### src/hw/fcso_pkg.sv
// fcso_pkg: shared constants and types for the flame controller status outputs block
package fcso_pkg;
    localparam int FCSO_ZONES = 8;              // zones and detectors per controller
    localparam int FCSO_BUS_W = 8;              // width of the chained voting data bus
    // system status display codes
    localparam logic [3:0] FCSO_STAT_MAX_BIN = 4'h7; // highest code shown in binary
    localparam logic [3:0] FCSO_STAT_EIGHT = 4'h8;   // status 8 shows as all low
    // zone number codes
    localparam logic [3:0] FCSO_ZONE_EIGHT = 4'h8;   // zone 8 sets only bit 3
    // sticky event bit positions
    localparam int FCSO_EV_FAULT = 0;           // fault output dropped
    localparam int FCSO_EV_ACCEPT = 1;          // remote accept closure
    localparam int FCSO_EV_REMRST = 2;          // remote reset/inhibit closure
    localparam int FCSO_EV_STROBE = 3;          // upstream strobe seen
    localparam int FCSO_EV_W = 4;               // number of event bits
    // register indices on the plain register port
    localparam logic [3:0] FCSO_REG_CTRL = 4'h0;     // display codes and zone alarms
    localparam logic [3:0] FCSO_REG_LOGIC = 4'h1;    // fire logic, alarm, fault, bus out
    localparam logic [3:0] FCSO_REG_TEST = 4'h2;     // detector test drive
    localparam logic [3:0] FCSO_REG_STATUS = 4'h3;   // sticky event status (read only)
    localparam logic [3:0] FCSO_REG_CLEAR = 4'h4;    // write 1 to clear (write only)
    localparam logic [3:0] FCSO_REG_ENABLE = 4'h5;   // interrupt enable
    localparam logic [3:0] FCSO_REG_INPUTS = 4'h6;   // live inputs and upstream bus
    localparam logic [3:0] FCSO_REG_CONFIG = 4'h7;   // captured rocker switches
    localparam logic [3:0] FCSO_REG_LATCH = 4'h8;    // latched upstream bus
    // voting arrangement
    typedef enum logic [0:0] {
        FCSO_VOTE_SEPARATE = 1'b0,
        FCSO_VOTE_COMMON = 1'b1
    } fcso_vote_t;
    // switch capture sequence
    typedef enum logic [1:0] {
        FCSO_CAP_WAIT = 2'b00,
        FCSO_CAP_TAKE = 2'b01,
        FCSO_CAP_HOLD = 2'b10
    } fcso_cap_t;
endpackage

### src/hw/fcso_bus_latch.sv
// fcso_bus_latch: register that catches the upstream voting bus on each strobe
`timescale 1ns/1ps
module fcso_bus_latch
    import fcso_pkg::*;
(
    // clock and reset
    input wire logic i_clk,
    input wire logic i_reset_n,
    // capture request
    input wire logic i_take,
    input wire logic [FCSO_BUS_W-1:0] i_data,
    // held word
    output logic [FCSO_BUS_W-1:0] o_data
);
    // word held from one strobe to the next; read data always comes from this flop
    always_ff @(posedge i_clk or negedge i_reset_n) begin
        if (!i_reset_n) begin
            o_data <= '0;
        end else if (i_take) begin
            o_data <= i_data;
        end
    end
endmodule

### src/hw/fcso_top.sv
// fcso_top: status outputs, remote inputs and voting bus of a flame controller
// What this block does
// - zone number to binary lines, zone 8 bit3
// - status 0-7 binary, 8 and blank low
// - fault and inhibited bits per status table
// - fault output high when power ok, no fault and status 3, 6 or blank, low otherwise
// - remote reset contact resets or inhibits outputs
// - inhibited indicator on keylock or remote input
// - remote accept clears alarm only
// - shared pin: fire logic A or strobe
// - fire logic B driven in both arrangements
// - chained bus and strobe from previous controller
// - eight zone alarms and eight test drives
// - one test drive line per detector
`timescale 1ns/1ps
module fcso_top
    import fcso_pkg::*;
(
    // clock and reset
    input wire logic i_clk,
    input wire logic i_reset_n,
    // register port
    input wire logic [3:0] i_addr,
    input wire logic [31:0] i_wdata,
    input wire logic i_wr,
    input wire logic i_rd,
    output logic [31:0] o_rdata,
    // field inputs, closure means contact made to ground (active high here)
    input wire logic i_remote_reset_inhibit,
    input wire logic i_remote_accept,
    input wire logic i_keylock_inhibit,
    input wire logic i_power_ok,
    // rocker switch banks, one bit per rocker, closed = 1
    input wire logic [31:0] i_rockers,
    // chained voting input
    input wire logic [FCSO_BUS_W-1:0] i_data_bus_in,
    input wire logic i_data_strobe_in,
    // zone and detector outputs
    output logic [FCSO_ZONES-1:0] o_zone_alarm,
    output logic [FCSO_ZONES-1:0] o_detector_test_drive,
    // system outputs
    output logic o_fire_logic_a_strobe,
    output logic o_fire_logic_b,
    output logic o_alarm,
    output logic o_fault,
    output logic o_outputs_inhibited,
    output logic o_controller_reset,
    output logic [FCSO_BUS_W-1:0] o_data_bus_out,
    // status lines: [3:0] zone code, [4] unused, [7:5] system status
    output logic [7:0] o_status_lines,
    // interrupt
    output logic o_irq
);
    // software-written state
    logic [3:0] zone_num_reg;         // displayed zone 1..8
    logic [3:0] sys_stat_reg;         // displayed system status 0..8
    logic stat_blank_reg;             // display blank
    logic [FCSO_ZONES-1:0] zone_req_reg;  // zone alarms wanted by the logic
    logic fla_reg;                    // fire logic A level
    logic flb_reg;                    // fire logic B level
    logic alarm_req_reg;              // alarm set request
    logic fault_cond_reg;             // a fault exists
    logic strobe_reg;                 // strobe for common voting
    logic [FCSO_BUS_W-1:0] bus_out_reg;   // outgoing voting word
    logic [FCSO_ZONES-1:0] test_reg;  // detector test drive
    logic [FCSO_EV_W-1:0] stat_reg;   // sticky events
    logic [FCSO_EV_W-1:0] en_reg;     // interrupt enables
    logic alarm_reg;                  // alarm output state
    logic [31:0] cfg_reg;             // captured switches
    fcso_cap_t cap_reg;               // capture state
    logic fault_q_reg;                // previous fault output
    logic acc_q_reg;                  // previous accept level
    logic rem_q_reg;                  // previous remote level
    logic [31:0] rdata_next;          // read mux
    logic [FCSO_BUS_W-1:0] bus_held;  // latched upstream word
    logic [FCSO_EV_W-1:0] ev_now;     // events this cycle
    logic inhibit;                    // outputs inhibited
    fcso_vote_t vote;                 // arrangement from switches
    logic [2:0] sys_bits;             // encoded status bits
    logic [3:0] zone_bits;            // encoded zone bits
    logic sel_wr;                     // any write this cycle

    assign sel_wr = i_wr;
    // voting arrangement comes from the captured rocker, never the live one
    assign vote = fcso_vote_t'(cfg_reg[31]);

    // software-driven control registers
    always_ff @(posedge i_clk or negedge i_reset_n) begin
        if (!i_reset_n) begin
            zone_num_reg <= 4'h1;
            sys_stat_reg <= 4'h0;
            stat_blank_reg <= 1'b1;
            zone_req_reg <= '0;
            fla_reg <= 1'b0;
            flb_reg <= 1'b0;
            alarm_req_reg <= 1'b0;
            fault_cond_reg <= 1'b0;
            strobe_reg <= 1'b0;
            bus_out_reg <= '0;
            test_reg <= '0;
            en_reg <= '0;
        end else if (sel_wr) begin
            case (i_addr)
                FCSO_REG_CTRL: begin
                    zone_num_reg <= i_wdata[3:0];
                    sys_stat_reg <= i_wdata[7:4];
                    stat_blank_reg <= i_wdata[8];
                    zone_req_reg <= i_wdata[23:16];
                end
                FCSO_REG_LOGIC: begin
                    fla_reg <= i_wdata[0];
                    flb_reg <= i_wdata[1];
                    alarm_req_reg <= i_wdata[2];
                    fault_cond_reg <= i_wdata[3];
                    strobe_reg <= i_wdata[4];
                    bus_out_reg <= i_wdata[15:8];
                end
                FCSO_REG_TEST: begin
                    test_reg <= i_wdata[FCSO_ZONES-1:0];
                end
                FCSO_REG_ENABLE: begin
                    en_reg <= i_wdata[FCSO_EV_W-1:0];
                end
                default: begin
                    // other offsets are read only or write-one-clear
                end
            endcase
        end
    end

    // rockers caught on the second clock edge after reset release, then frozen
    always_ff @(posedge i_clk or negedge i_reset_n) begin
        if (!i_reset_n) begin
            cap_reg <= FCSO_CAP_WAIT;
            cfg_reg <= '0;
        end else begin
            case (cap_reg)
                FCSO_CAP_WAIT: cap_reg <= FCSO_CAP_TAKE;
                FCSO_CAP_TAKE: begin
                    cfg_reg <= i_rockers;
                    cap_reg <= FCSO_CAP_HOLD;
                end
                FCSO_CAP_HOLD: cap_reg <= FCSO_CAP_HOLD; // later changes ignored
                default: cap_reg <= FCSO_CAP_WAIT;
            endcase
        end
    end

    // inhibit from keylock or remote contact
    assign inhibit = i_keylock_inhibit | i_remote_reset_inhibit;

    // alarm: set by request, dropped on accept without touching zones
    always_ff @(posedge i_clk or negedge i_reset_n) begin
        if (!i_reset_n) begin
            alarm_reg <= 1'b0;
        end else if (i_remote_accept) begin
            alarm_reg <= 1'b0;
        end else begin
            alarm_reg <= alarm_req_reg;
        end
    end

    // edge history for events
    always_ff @(posedge i_clk or negedge i_reset_n) begin
        if (!i_reset_n) begin
            fault_q_reg <= 1'b0; // same as the pin's reset level, so no false drop
            acc_q_reg <= 1'b0;
            rem_q_reg <= 1'b0;
        end else begin
            fault_q_reg <= o_fault;
            acc_q_reg <= i_remote_accept;
            rem_q_reg <= i_remote_reset_inhibit;
        end
    end

    always_comb begin
        ev_now = '0;
        ev_now[FCSO_EV_FAULT] = fault_q_reg & ~o_fault;
        ev_now[FCSO_EV_ACCEPT] = i_remote_accept & ~acc_q_reg;
        ev_now[FCSO_EV_REMRST] = i_remote_reset_inhibit & ~rem_q_reg;
        ev_now[FCSO_EV_STROBE] = i_data_strobe_in & (vote == FCSO_VOTE_COMMON);
    end

    // sticky status: a new event wins over a clear in the same cycle
    always_ff @(posedge i_clk or negedge i_reset_n) begin
        if (!i_reset_n) begin
            stat_reg <= '0;
        end else if (i_wr && i_addr == FCSO_REG_CLEAR) begin
            stat_reg <= (stat_reg & ~i_wdata[FCSO_EV_W-1:0]) | ev_now;
        end else begin
            stat_reg <= stat_reg | ev_now;
        end
    end

    assign o_irq = |(stat_reg & en_reg);

    // upstream word caught on each strobe in common voting
    fcso_bus_latch u_latch (
        .i_clk(i_clk),
        .i_reset_n(i_reset_n),
        .i_take(i_data_strobe_in && vote == FCSO_VOTE_COMMON),
        .i_data(i_data_bus_in),
        .o_data(bus_held)
    );

    // zone code: 1..7 binary, 8 only bit 3
    always_comb begin
        if (zone_num_reg == FCSO_ZONE_EIGHT) begin
            zone_bits = 4'h8;
        end else begin
            zone_bits = {1'b0, zone_num_reg[2:0]};
        end
    end

    // status code: 0..7 binary, 8 and blank all low
    always_comb begin
        if (stat_blank_reg || sys_stat_reg > FCSO_STAT_MAX_BIN) begin
            sys_bits = 3'h0;
        end else begin
            sys_bits = sys_stat_reg[2:0];
        end
    end

    // registered pin outputs
    always_ff @(posedge i_clk or negedge i_reset_n) begin
        if (!i_reset_n) begin
            o_status_lines <= '0;
            o_zone_alarm <= '0;
            o_detector_test_drive <= '0;
            o_fire_logic_a_strobe <= 1'b0;
            o_fire_logic_b <= 1'b0;
            o_alarm <= 1'b0;
            o_fault <= 1'b0;
            o_outputs_inhibited <= 1'b0;
            o_controller_reset <= 1'b0;
            o_data_bus_out <= '0;
        end else begin
            o_status_lines <= {sys_bits, 1'b0, zone_bits};
            o_zone_alarm <= inhibit ? '0 : zone_req_reg;
            o_detector_test_drive <= test_reg & cfg_reg[FCSO_ZONES-1:0];
            o_fire_logic_a_strobe <= (vote == FCSO_VOTE_COMMON) ? strobe_reg
                                   : (fla_reg & ~inhibit);
            o_fire_logic_b <= flb_reg & ~inhibit;
            o_alarm <= alarm_reg & ~inhibit;
            // fault bit per status table: high only for 3, 6 and blank
            o_fault <= i_power_ok & ~fault_cond_reg
                     & (stat_blank_reg | (sys_stat_reg == 4'h3) | (sys_stat_reg == 4'h6));
            // inhibited also for status 0, 1, 7, 8
            o_outputs_inhibited <= inhibit | (~stat_blank_reg &&
                (sys_stat_reg <= 4'h1 || sys_stat_reg == FCSO_STAT_MAX_BIN
                 || sys_stat_reg == FCSO_STAT_EIGHT));
            o_controller_reset <= i_remote_reset_inhibit & ~rem_q_reg;
            o_data_bus_out <= bus_out_reg;
        end
    end

    // read mux, data one cycle later
    always_comb begin
        rdata_next = '0;
        case (i_addr)
            FCSO_REG_CTRL: rdata_next = {8'h0, zone_req_reg, 7'h0, stat_blank_reg,
                                         sys_stat_reg, zone_num_reg};
            FCSO_REG_LOGIC: rdata_next = {16'h0, bus_out_reg, 3'h0, strobe_reg,
                                          fault_cond_reg, alarm_req_reg, flb_reg, fla_reg};
            FCSO_REG_TEST: rdata_next = {24'h0, test_reg};
            FCSO_REG_STATUS: rdata_next = {28'h0, stat_reg};
            FCSO_REG_ENABLE: rdata_next = {28'h0, en_reg};
            FCSO_REG_INPUTS: rdata_next = {16'h0, i_data_bus_in, 3'h0, i_power_ok,
                                           i_keylock_inhibit, i_remote_accept,
                                           i_remote_reset_inhibit, i_data_strobe_in};
            FCSO_REG_CONFIG: rdata_next = cfg_reg;
            FCSO_REG_LATCH: rdata_next = {24'h0, bus_held};
            default: rdata_next = '0;
        endcase
    end

    always_ff @(posedge i_clk or negedge i_reset_n) begin
        if (!i_reset_n) begin
            o_rdata <= '0;
        end else if (i_rd) begin
            o_rdata <= rdata_next;
        end else begin
            o_rdata <= '0;
        end
    end

    // checks
    property p_zone8;
        @(posedge i_clk) disable iff (!i_reset_n)
        zone_num_reg == FCSO_ZONE_EIGHT |=> o_status_lines[3:0] == 4'h8;
    endproperty
    a_zone8: assert property (p_zone8) else $error("zone 8 code wrong");
    property p_stat_blank;
        @(posedge i_clk) disable iff (!i_reset_n)
        (stat_blank_reg || sys_stat_reg == FCSO_STAT_EIGHT) |=> o_status_lines[7:5] == 3'h0;
    endproperty
    a_stat_blank: assert property (p_stat_blank) else $error("status lines not low");
    property p_stat3;
        @(posedge i_clk) disable iff (!i_reset_n)
        (!stat_blank_reg && sys_stat_reg == 4'h3 && i_power_ok && !fault_cond_reg) |=> o_fault;
    endproperty
    a_stat3: assert property (p_stat3) else $error("status 3 fault bit low");
    property p_power;
        @(posedge i_clk) disable iff (!i_reset_n)
        !i_power_ok |=> !o_fault;
    endproperty
    a_power: assert property (p_power) else $error("fault output high without power");
    property p_inhib;
        @(posedge i_clk) disable iff (!i_reset_n)
        (i_keylock_inhibit || i_remote_reset_inhibit) |=> o_outputs_inhibited && o_zone_alarm == '0;
    endproperty
    a_inhib: assert property (p_inhib) else $error("inhibit not shown");
    property p_accept;
        @(posedge i_clk) disable iff (!i_reset_n)
        i_remote_accept |=> ##1 !o_alarm;
    endproperty
    a_accept: assert property (p_accept) else $error("alarm not cleared on accept");
    property p_strobe;
        @(posedge i_clk) disable iff (!i_reset_n)
        vote == FCSO_VOTE_COMMON |=> o_fire_logic_a_strobe == $past(strobe_reg);
    endproperty
    a_strobe: assert property (p_strobe) else $error("strobe pin wrong");
    property p_cfg_hold;
        @(posedge i_clk) disable iff (!i_reset_n)
        cap_reg == FCSO_CAP_HOLD |=> $stable(cfg_reg);
    endproperty
    a_cfg_hold: assert property (p_cfg_hold) else $error("switches changed while running");
    c_accept: cover property (@(posedge i_clk) disable iff (!i_reset_n) o_alarm ##1 i_remote_accept);
    c_strobe: cover property (@(posedge i_clk) disable iff (!i_reset_n) ev_now[FCSO_EV_STROBE]);
    c_irq: cover property (@(posedge i_clk) disable iff (!i_reset_n) o_irq);
endmodule

### config.mk
export PLATFORM = sky130hd
export DESIGN_NAME = fcso_top
export DESIGN_NICKNAME = d
export VERILOG_FILES = /design/src/hw/fcso_pkg.sv /design/src/hw/fcso_bus_latch.sv /design/src/hw/fcso_top.sv
export SDC_FILE = /design/constraint.sdc
export NUM_CORES = 1
export LEC_CHECK = 0
export CAP_MARGIN = 20
export CORE_MARGIN = 2
export CORE_UTILIZATION = 45
export DETAILED_ROUTE_END_ITERATION = 8
export DONT_BUFFER_PORTS = 1
export GPL_TIMING_DRIVEN = 0
export PLACE_DENSITY = 0.68
export SLEW_MARGIN = 20
export SYNTH_ARGS = -nofsm -noshare
export SYNTH_HDL_FRONTEND = slang
export SYNTH_SLANG_ARGS = --single-unit
### constraint.sdc
create_clock -name i_clk -period 2.1 [get_ports i_clk]
set_clock_uncertainty 0.2 [all_clocks]
set_input_delay 0.21 -clock i_clk [delete_from_list [all_inputs] [get_ports i_clk]]
set_output_delay 0.21 -clock i_clk [all_outputs]
set_load 0.02 [all_outputs]
==> flow_results.xml, run 1 <==
<?xml version="1.0" encoding="UTF-8"?>
<metrics>
  <group name="run_status">
    <metric name="run_status" unit="">complete, but fails checks</metric>
    <metric name="violations_in_the_final_reports" unit="">hold timing</metric>
  </group>
  <group name="route">
    <metric name="detailroute.via_count" unit="">4041</metric>
    <metric name="firstDrtPassIters" unit="">5</metric>
    <metric name="met3RoutedLength" unit="mm">1.24</metric>
    <metric name="route.final.wire_length" unit="mm">15.4</metric>
    <metric name="antenna_violating_nets_post_route" unit="">0</metric>
    <metric name="initialDrtViolationCount" unit="">260</metric>
    <metric name="highest_layer" unit="">met4</metric>
    <metric name="detail_route.wirelength.met1" unit="mm">6.21</metric>
    <metric name="post_drt_via_cell_ratio" unit="">5.48</metric>
    <metric name="drt_wl_cell" unit="um">20.9</metric>
    <metric name="drc_errors" unit="">0</metric>
    <metric name="detailroute.wirelength.met2" unit="mm">7.67</metric>
  </group>
  <group name="clock_network">
    <metric name="clock-root-buffer" unit="">sky130_fd_sc_hd__clkbuf_16</metric>
    <metric name="cts_tree" unit="">yes</metric>
    <metric name="sinks_on_clock_net" unit="">161</metric>
    <metric name="clk_path_buf_depth" unit="">2</metric>
    <metric name="clk-insertion-delay-late" unit="ns">0.42</metric>
    <metric name="worst_path_clk_slew" unit="ns">0.06</metric>
    <metric name="cts_htree_levels" unit="">4</metric>
    <metric name="cts-buffers-inserted" unit="">17</metric>
  </group>
  <group name="global_route">
    <metric name="first_global_vias" unit="">4441</metric>
    <metric name="antenna_found_initial" unit="">1</metric>
    <metric name="grt_start_max_net_pins" unit="">162</metric>
    <metric name="groute.usage.overall" unit="%">21.7</metric>
    <metric name="grt_first_pass_wirelength" unit="mm">24.0</metric>
    <metric name="grt-ovfl-total" unit="">0</metric>
  </group>
  <group name="critical_path">
    <metric name="worstSetupStartpointType" unit="">primary input</metric>
    <metric name="cp-end-kind" unit="">register</metric>
    <metric name="critical_path_peak_fanout" unit="">6</metric>
    <metric name="critPathArrivalTime" unit="ns">2.10</metric>
    <metric name="criticalPathCategory" unit="">in -&gt; reg</metric>
    <metric name="cp_data_required_time" unit="ns">2.20</metric>
  </group>
  <group name="die">
    <metric name="core_region_area" unit="um^2">13800</metric>
    <metric name="dieWidth" unit="um">123</metric>
    <metric name="num_rows" unit="">43</metric>
    <metric name="initial_core_util" unit="%">45.7</metric>
    <metric name="die_height" unit="um">123</metric>
    <metric name="die-area" unit="um^2">15000</metric>
    <metric name="ios" unit="">156</metric>
  </group>
  <group name="sta">
    <metric name="report.final.hold_viol_count" unit="">162</metric>
    <metric name="timing.setup.tns" unit="ns">0</metric>
    <metric name="final_max_slew_viol_count" unit="">0</metric>
    <metric name="worst_slew_margin_rel" unit="%">59.6</metric>
    <metric name="tightestPinTransition" unit="ns">0.602</metric>
    <metric name="finalHoldWorstSlack" unit="ns">-0.718</metric>
    <metric name="unrepaired_setup_endpoints_after_global_routing" unit="">false</metric>
    <metric name="clock.fmax" unit="GHz">0.500</metric>
    <metric name="min_period_over_period" unit="%">95.2</metric>
    <metric name="count_of_final_setup_violators" unit="">0</metric>
    <metric name="layout_min_cycle_time" unit="ns">2.00</metric>
  </group>
  <group name="logic_synthesis">
    <metric name="mappedNetlistNets" unit="">533</metric>
    <metric name="synth.lib_cells_used.distinct" unit="">41</metric>
    <metric name="ffs_latches_synth" unit="">161</metric>
    <metric name="synthesis.yosys.warnings" unit="">0</metric>
    <metric name="synthDominantAreaCellType" unit="">sky130_fd_sc_hd__dfrtp_1</metric>
    <metric name="async_flop_share" unit="%">100</metric>
    <metric name="avgSynthCellArea" unit="um^2">14.2</metric>
    <metric name="syn_inst" unit="">446</metric>
    <metric name="yosys.cell_count.top_type" unit="">sky130_fd_sc_hd__dfrtp_1</metric>
    <metric name="synth.top_cell.area_share" unit="%">62.9</metric>
    <metric name="synth_area" unit="um^2">6320</metric>
    <metric name="synth_seq_area_share" unit="%">63.8</metric>
    <metric name="edff_count_synth" unit="">0</metric>
    <metric name="ys.flop_type" unit="">sky130_fd_sc_hd__dfrtp_1</metric>
    <metric name="most_frequent_cells_after_synthesis" unit="">159 x sky130_fd_sc_hd__dfrtp_1, 77 x sky130_fd_sc_hd__mux2_2, 28 x sky130_fd_sc_hd__nor2_1</metric>
    <metric name="post_synth_main_area_contributors" unit="">sky130_fd_sc_hd__dfrtp_1 63%, sky130_fd_sc_hd__mux2_2 14%, sky130_fd_sc_hd__and2_1 2.3%</metric>
  </group>
  <group name="power">
    <metric name="p_leak" unit="uW">0.00353</metric>
    <metric name="power_per_cell_area" unit="nW/um^2">970</metric>
    <metric name="vdd.ir_drop.worst" unit="uV">659</metric>
    <metric name="power" unit="uW">7680</metric>
  </group>
  <group name="placed_design">
    <metric name="hpwl" unit="mm">10.5</metric>
    <metric name="gp_congestion" unit="">0.913</metric>
    <metric name="place.port_buffers" unit="">0</metric>
  </group>
  <group name="run">
    <metric name="drv.max_cap_violation_count" unit="">0</metric>
  </group>
  <group name="finish">
    <metric name="layout.nets" unit="">630</metric>
    <metric name="area.growth.synth_to_final" unit="%">25.2</metric>
    <metric name="layout-drive-gt1-share" unit="%">25.0</metric>
    <metric name="layout.filler_cells" unit="">1097</metric>
  </group>
  <group name="hold_path">
    <metric name="min_path_type" unit="">in -&gt; async</metric>
  </group>
</metrics>
through the flow:
step                utilization, %  cell area (um^2)  instances  hold WS (ns)  setup WS [ns]
global route                  57.3              7920        737        -0.747         0.0416
CTS                           57.3              7920        737        -0.733         0.0188
global placement              47.4              6550        626        -0.282          0.253
floorplan                        -              6320        446        -0.286          0.522
detailed placement            47.4              6550        626        -0.283          0.194
finish                        57.3              7920        737        -0.718          0.101
cells by family (layout without fill, tap and decap cells):
family                     after synthesis  count (layout)  synth area share, %
other                                    1               2               0.0593
and+or+nand+nor                         97              97                 9.08
DFF                                    161             161                 63.8
buffers and inverters                   31             141                 2.79
muxes                                   95              95                 16.7
adders and majority gates                2               2                0.396
xor gates and xnor gates                 1               1                0.139
AOI/OAI and AO/OA                       58              58                 7.08
timing repair:
action | in CTS | in global routing
endpoints found under the hold margin | 283 | 168
hold buffers | 79 | 1
setup endpoints to repair | 0 | 5
setup buffers | 0 | 0
gates resized for setup | 0 | 0
cell type report:
type | instances | area (um^2) | area share (%)
flip-flops and latches | 161 | 4030 | 50.9
plain buffers | 25 | 154 | 1.94
inverters | 6 | 22.5 | 0.284
repair buffers | 78 | 781 | 9.86
multi-input cells | 254 | 2110 | 26.7
clock inverters | 12 | 129 | 1.63
clock buffers | 20 | 457 | 5.77
diodes | 1 | 2.50 | 0.0316
well taps | 180 | 225 | 2.84
metal layers:
layer,vias up,global-route usage (%)
li1,1788,-
met1,2051,26.8
met2,176,35.5
met3,26,7.53
met4,0,7.97
met5,-,0
path summary, 6_finish.rpt:
path	start	endpoint	slack [ns]	cells past startpoint
worst min-delay path	i_reset_n	o_rdata[19]	-0.72	0
worst max-delay path	i_addr[1]	stat_reg[3]	0.10	6
worst min register to register	bus_out_reg[2]	o_data_bus_out[2]	0.21	0
max in group asynchronous	i_reset_n	zone_num_reg[0]	2.15	0
min in group i_clk	i_addr[1]	bus_out_reg[1]	0	3
worst max register to register	cap_reg[1]	cfg_reg[5]	0.19	5
report_power, final:
part | switching (uW) | total (uW) | internal, uW
clock network | 1230 | 3040 | 1810
logic | 280 | 709 | 429
registers | 437 | 3920 | 3490
total | 1950 | 7680 | 5730
worst max-delay path, stage by stage:
cell and delay (ns):
sky130_fd_sc_hd__dlygate4sd3_1 0.60, sky130_fd_sc_hd__nor2_4 0.21, sky130_fd_sc_hd__and3_1 0.29, sky130_fd_sc_hd__nand2_1 0.08, sky130_fd_sc_hd__a22o_1 0.17, sky130_fd_sc_hd__dlygate4sd3_1 0.55
cells in the final DEF (no fill, tap or decap), types with 7 or more instances in the layout:
cell | netlist | layout
sky130_fd_sc_hd__a221oi_1 | 8 | 8
sky130_fd_sc_hd__a22o_1 | 11 | 11
sky130_fd_sc_hd__a22oi_1 | 14 | 14
sky130_fd_sc_hd__a2bb2oi_1 | 7 | 7
sky130_fd_sc_hd__and2_1 | 23 | 23
sky130_fd_sc_hd__and3_1 | 13 | 13
sky130_fd_sc_hd__buf_2 | 9 | 9
sky130_fd_sc_hd__buf_4 | 7 | 7
sky130_fd_sc_hd__clkbuf_1 | 6 | 7
sky130_fd_sc_hd__clkbuf_16 | 0 | 17
sky130_fd_sc_hd__dfrtp_1 | 159 | 159
sky130_fd_sc_hd__dlygate4sd3_1 | 0 | 78
sky130_fd_sc_hd__mux2_2 | 77 | 77
sky130_fd_sc_hd__mux2i_1 | 12 | 12
sky130_fd_sc_hd__nand2_1 | 9 | 9
sky130_fd_sc_hd__nor2_1 | 28 | 28
(Power assumes the default switching activity.)
==> inputs of run 2 (changes only) <==
Settings changed: ABC_AREA set to 1, CAP_MARGIN 20 to not set.
==> flow_results.xml, run 2 <==
<?xml version="1.0" encoding="UTF-8"?>
<metrics>
  <group name="run_status">
    <metric name="run_status" unit="">complete, but fails checks</metric>
    <metric name="violations_in_the_final_reports" unit="">hold timing</metric>
  </group>
  <group name="finish">
    <metric name="layout.core_utilization" unit="%">58.1</metric>
    <metric name="layout_common_cells" unit="">159 x sky130_fd_sc_hd__dfrtp_1, 146 x sky130_fd_sc_hd__nand2_1, 91 x sky130_fd_sc_hd__dlygate4sd3_1, 68 x sky130_fd_sc_hd__inv_1, 58 x sky130_fd_sc_hd__nor2_1</metric>
    <metric name="layout.nets" unit="">841</metric>
    <metric name="num_antenna_cells" unit="">0</metric>
    <metric name="layout-drive-gt1-share" unit="%">10.3</metric>
    <metric name="area.growth.synth_to_final" unit="%">27.4</metric>
    <metric name="mostFrequentLayoutCell" unit="">sky130_fd_sc_hd__dfrtp_1</metric>
    <metric name="layout.cell_area.non_filler" unit="um^2">8000</metric>
  </group>
  <group name="die">
    <metric name="ios" unit="">156</metric>
    <metric name="die-area" unit="um^2">14900</metric>
    <metric name="core_region_area" unit="um^2">13800</metric>
    <metric name="initial_core_util" unit="%">45.6</metric>
    <metric name="num_rows" unit="">43</metric>
    <metric name="die_height" unit="um">122</metric>
    <metric name="dieWidth" unit="um">122</metric>
  </group>
  <group name="clock_network">
    <metric name="clk_path_buf_depth" unit="">2</metric>
    <metric name="worst_path_clk_slew" unit="ns">0.06</metric>
    <metric name="clock-root-buffer" unit="">sky130_fd_sc_hd__clkbuf_16</metric>
    <metric name="post_cts_repair_setup_buffers" unit="">0</metric>
    <metric name="cts_htree_levels" unit="">4</metric>
    <metric name="cts_tree" unit="">yes</metric>
    <metric name="clk-insertion-delay-late" unit="ns">0.42</metric>
    <metric name="cts-buffers-inserted" unit="">17</metric>
    <metric name="sinks_on_clock_net" unit="">161</metric>
    <metric name="cts_hold_buffers" unit="">91</metric>
  </group>
  <group name="critical_path">
    <metric name="cp_slowest_stage_delay" unit="ns">0.58</metric>
    <metric name="critical_path_buf_inv_count" unit="">3</metric>
    <metric name="cp-end-kind" unit="">register</metric>
    <metric name="timing.critical_path.max_delay_family" unit="">buffers and inverters</metric>
    <metric name="criticalPathCategory" unit="">in -&gt; reg</metric>
    <metric name="cp_slowest_cell" unit="">sky130_fd_sc_hd__dlygate4sd3_1</metric>
    <metric name="worstReg2RegStart" unit="">cap_reg[1]</metric>
    <metric name="critPathArrivalTime" unit="ns">2.10</metric>
    <metric name="critical_path_peak_fanout" unit="">7</metric>
    <metric name="cp-startpoint" unit="">i_addr[1]</metric>
    <metric name="cp_data_required_time" unit="ns">2.20</metric>
    <metric name="worstPathCellList" unit="">dlygate4sd3_1 -&gt; nor2_4 -&gt; nand2_1 -&gt; inv_1 -&gt; nand2_1 -&gt; nor2_1 -&gt; dlygate4sd3_1 -&gt; a21oi_1</metric>
    <metric name="worstSetupStartpointType" unit="">primary input</metric>
  </group>
  <group name="global_route">
    <metric name="grt_first_pass_wirelength" unit="mm">26.5</metric>
    <metric name="first_global_vias" unit="">5150</metric>
    <metric name="grt_start_max_net_pins" unit="">162</metric>
    <metric name="grt-ovfl-total" unit="">0</metric>
    <metric name="antenna_found_initial" unit="">0</metric>
    <metric name="groute.usage.overall" unit="%">23.8</metric>
  </group>
  <group name="sta">
    <metric name="finalHoldWorstSlack" unit="ns">-0.714</metric>
    <metric name="tightestPinTransition" unit="ns">0.629</metric>
    <metric name="final_max_slew_viol_count" unit="">0</metric>
    <metric name="count_of_final_setup_violators" unit="">0</metric>
    <metric name="timing.setup.tns" unit="ns">0</metric>
    <metric name="unrepaired_setup_endpoints_after_global_routing" unit="">false</metric>
    <metric name="clock.fmax" unit="GHz">0.500</metric>
    <metric name="worst_slew_margin_rel" unit="%">57.9</metric>
    <metric name="layout_min_cycle_time" unit="ns">2.00</metric>
    <metric name="report.final.hold_viol_count" unit="">164</metric>
    <metric name="min_period_over_period" unit="%">95.2</metric>
  </group>
  <group name="route">
    <metric name="drc_errors" unit="">0</metric>
    <metric name="detailroute.wirelength.met2" unit="mm">8.26</metric>
    <metric name="highest_layer" unit="">met4</metric>
    <metric name="route.final.wire_length" unit="mm">16.9</metric>
    <metric name="post_drt_via_cell_ratio" unit="">5.30</metric>
    <metric name="met3RoutedLength" unit="mm">1.35</metric>
    <metric name="firstDrtPassIters" unit="">5</metric>
    <metric name="initialDrtViolationCount" unit="">466</metric>
    <metric name="detailroute.via_count" unit="">5011</metric>
    <metric name="antenna_violating_nets_post_route" unit="">0</metric>
    <metric name="detail_route.wirelength.met1" unit="mm">6.89</metric>
    <metric name="drt_wl_cell" unit="um">17.9</metric>
  </group>
  <group name="logic_synthesis">
    <metric name="most_frequent_cells_after_synthesis" unit="">159 x sky130_fd_sc_hd__dfrtp_1, 146 x sky130_fd_sc_hd__nand2_1, 68 x sky130_fd_sc_hd__inv_1</metric>
    <metric name="yosys.cell_count.top_type" unit="">sky130_fd_sc_hd__dfrtp_1</metric>
    <metric name="synth_seq_area_share" unit="%">64.2</metric>
    <metric name="syn_inst" unit="">644</metric>
    <metric name="synth.lib_cells_used.distinct" unit="">28</metric>
    <metric name="ffs_latches_synth" unit="">161</metric>
    <metric name="edff_count_synth" unit="">0</metric>
    <metric name="synth.top_cell.area_share" unit="%">63.4</metric>
    <metric name="synth_area" unit="um^2">6280</metric>
    <metric name="synthDominantAreaCellType" unit="">sky130_fd_sc_hd__dfrtp_1</metric>
    <metric name="async_flop_share" unit="%">100</metric>
    <metric name="synthesis.yosys.warnings" unit="">0</metric>
    <metric name="mappedNetlistNets" unit="">731</metric>
    <metric name="avgSynthCellArea" unit="um^2">9.75</metric>
    <metric name="ys.flop_type" unit="">sky130_fd_sc_hd__dfrtp_1</metric>
    <metric name="post_synth_main_area_contributors" unit="">sky130_fd_sc_hd__dfrtp_1 63%, sky130_fd_sc_hd__nand2_1 8.7%, sky130_fd_sc_hd__nand3_1 4.1%</metric>
  </group>
  <group name="power">
    <metric name="power" unit="uW">7560</metric>
    <metric name="p_leak" unit="uW">0.00393</metric>
    <metric name="vdd.ir_drop.worst" unit="uV">613</metric>
    <metric name="power_per_cell_area" unit="nW/um^2">945</metric>
  </group>
  <group name="hold_path">
    <metric name="min_path_type" unit="">in -&gt; async</metric>
  </group>
  <group name="run">
    <metric name="drv.max_cap_violation_count" unit="">0</metric>
  </group>
  <group name="placed_design">
    <metric name="gp_congestion" unit="">0.902</metric>
    <metric name="place.port_buffers" unit="">0</metric>
    <metric name="detailed_place.area" unit="um^2">6500</metric>
    <metric name="hpwl" unit="mm">11.1</metric>
  </group>
</metrics>
## run 2: cell count changes after synthesis, moves of 13 or more
| cell | delta |
|---|---|
| sky130_fd_sc_hd__o21ai_0 | +42 |
| sky130_fd_sc_hd__and2_1 | -23 |
| sky130_fd_sc_hd__inv_1 | +62 |
| sky130_fd_sc_hd__nand3_1 | +49 |
| sky130_fd_sc_hd__a22oi_1 | -14 |
| sky130_fd_sc_hd__nand2_1 | +137 |
| sky130_fd_sc_hd__o21ai_1 | +13 |
| sky130_fd_sc_hd__nor2_1 | +31 |
| sky130_fd_sc_hd__mux2_2 | -57 |
| sky130_fd_sc_hd__and3_1 | -13 |
| sky130_fd_sc_hd__a21oi_1 | +20 |
## run 2: per-stage QoR
stage / cells / worst slack (ns)
floorplan: 644 / 0.421
finish: 945 / 0.101
global placement: 824 / 0.172
global route: 945 / 0.0364
detailed placement: 824 / 0.120
CTS: 945 / 0.0614
## run 2: where the power goes
group | internal, uW | switching [uW]
combinational | 301 | 345
sequential | 3460 | 396
clock | 1850 | 1210
total | 5610 | 1950
## run 2: repair_timing
item,in CTS,in global routing
endpoints found under the hold margin,281,161
resized for setup,0,4
endpoints found under the setup margin,0,6
## run 2: kinds of logic after synthesis
| group | synth area share [%] |
|---|---|
| adders and majority gates | 0.399 |
| muxes | 3.59 |
| AOI/OAI and AO/OA | 7.51 |
| other | 0.0597 |
| buffers and inverters | 6.34 |
| DFF | 64.2 |
| and+or+nand+nor | 17.9 |
## run 2: area by class of cell
| type | count | area (um^2) |
|---|---|---|
| fillers | 1146 | 5770 |
| flip-flops and latches | 161 | 4030 |
| multi-input cells | 384 | 1860 |
| repair buffers | 91 | 911 |
| clock buffers | 20 | 437 |
| inverters | 73 | 274 |
| well taps | 180 | 225 |
| clock inverters | 10 | 139 |
| plain buffers | 26 | 125 |
## run 2: routing by layer
layer | vias up | GRT usage, %
li1 | 2257 | -
met1 | 2470 | 29.5
met2 | 239 | 38.4
met3 | 45 | 7.72
met4 | 0 | 9.99
met5 | - | 0
## run 2: final timing paths
| kind | cells past startpoint | endpoint | slack [ns] |
|---|---|---|---|
| worst max register to register | 5 | cfg_reg[9] | 0.10 |
| worst min register to register | 0 | o_data_bus_out[6] | 0.20 |
| max in group asynchronous | 0 | zone_num_reg[0] | 2.19 |
| worst min-delay path | 0 | o_detector_test_drive[6] | -0.71 |
| min in group i_clk | 4 | en_reg[2] | -0.01 |
| worst max-delay path | 8 | zone_req_reg[0] | 0.10 |
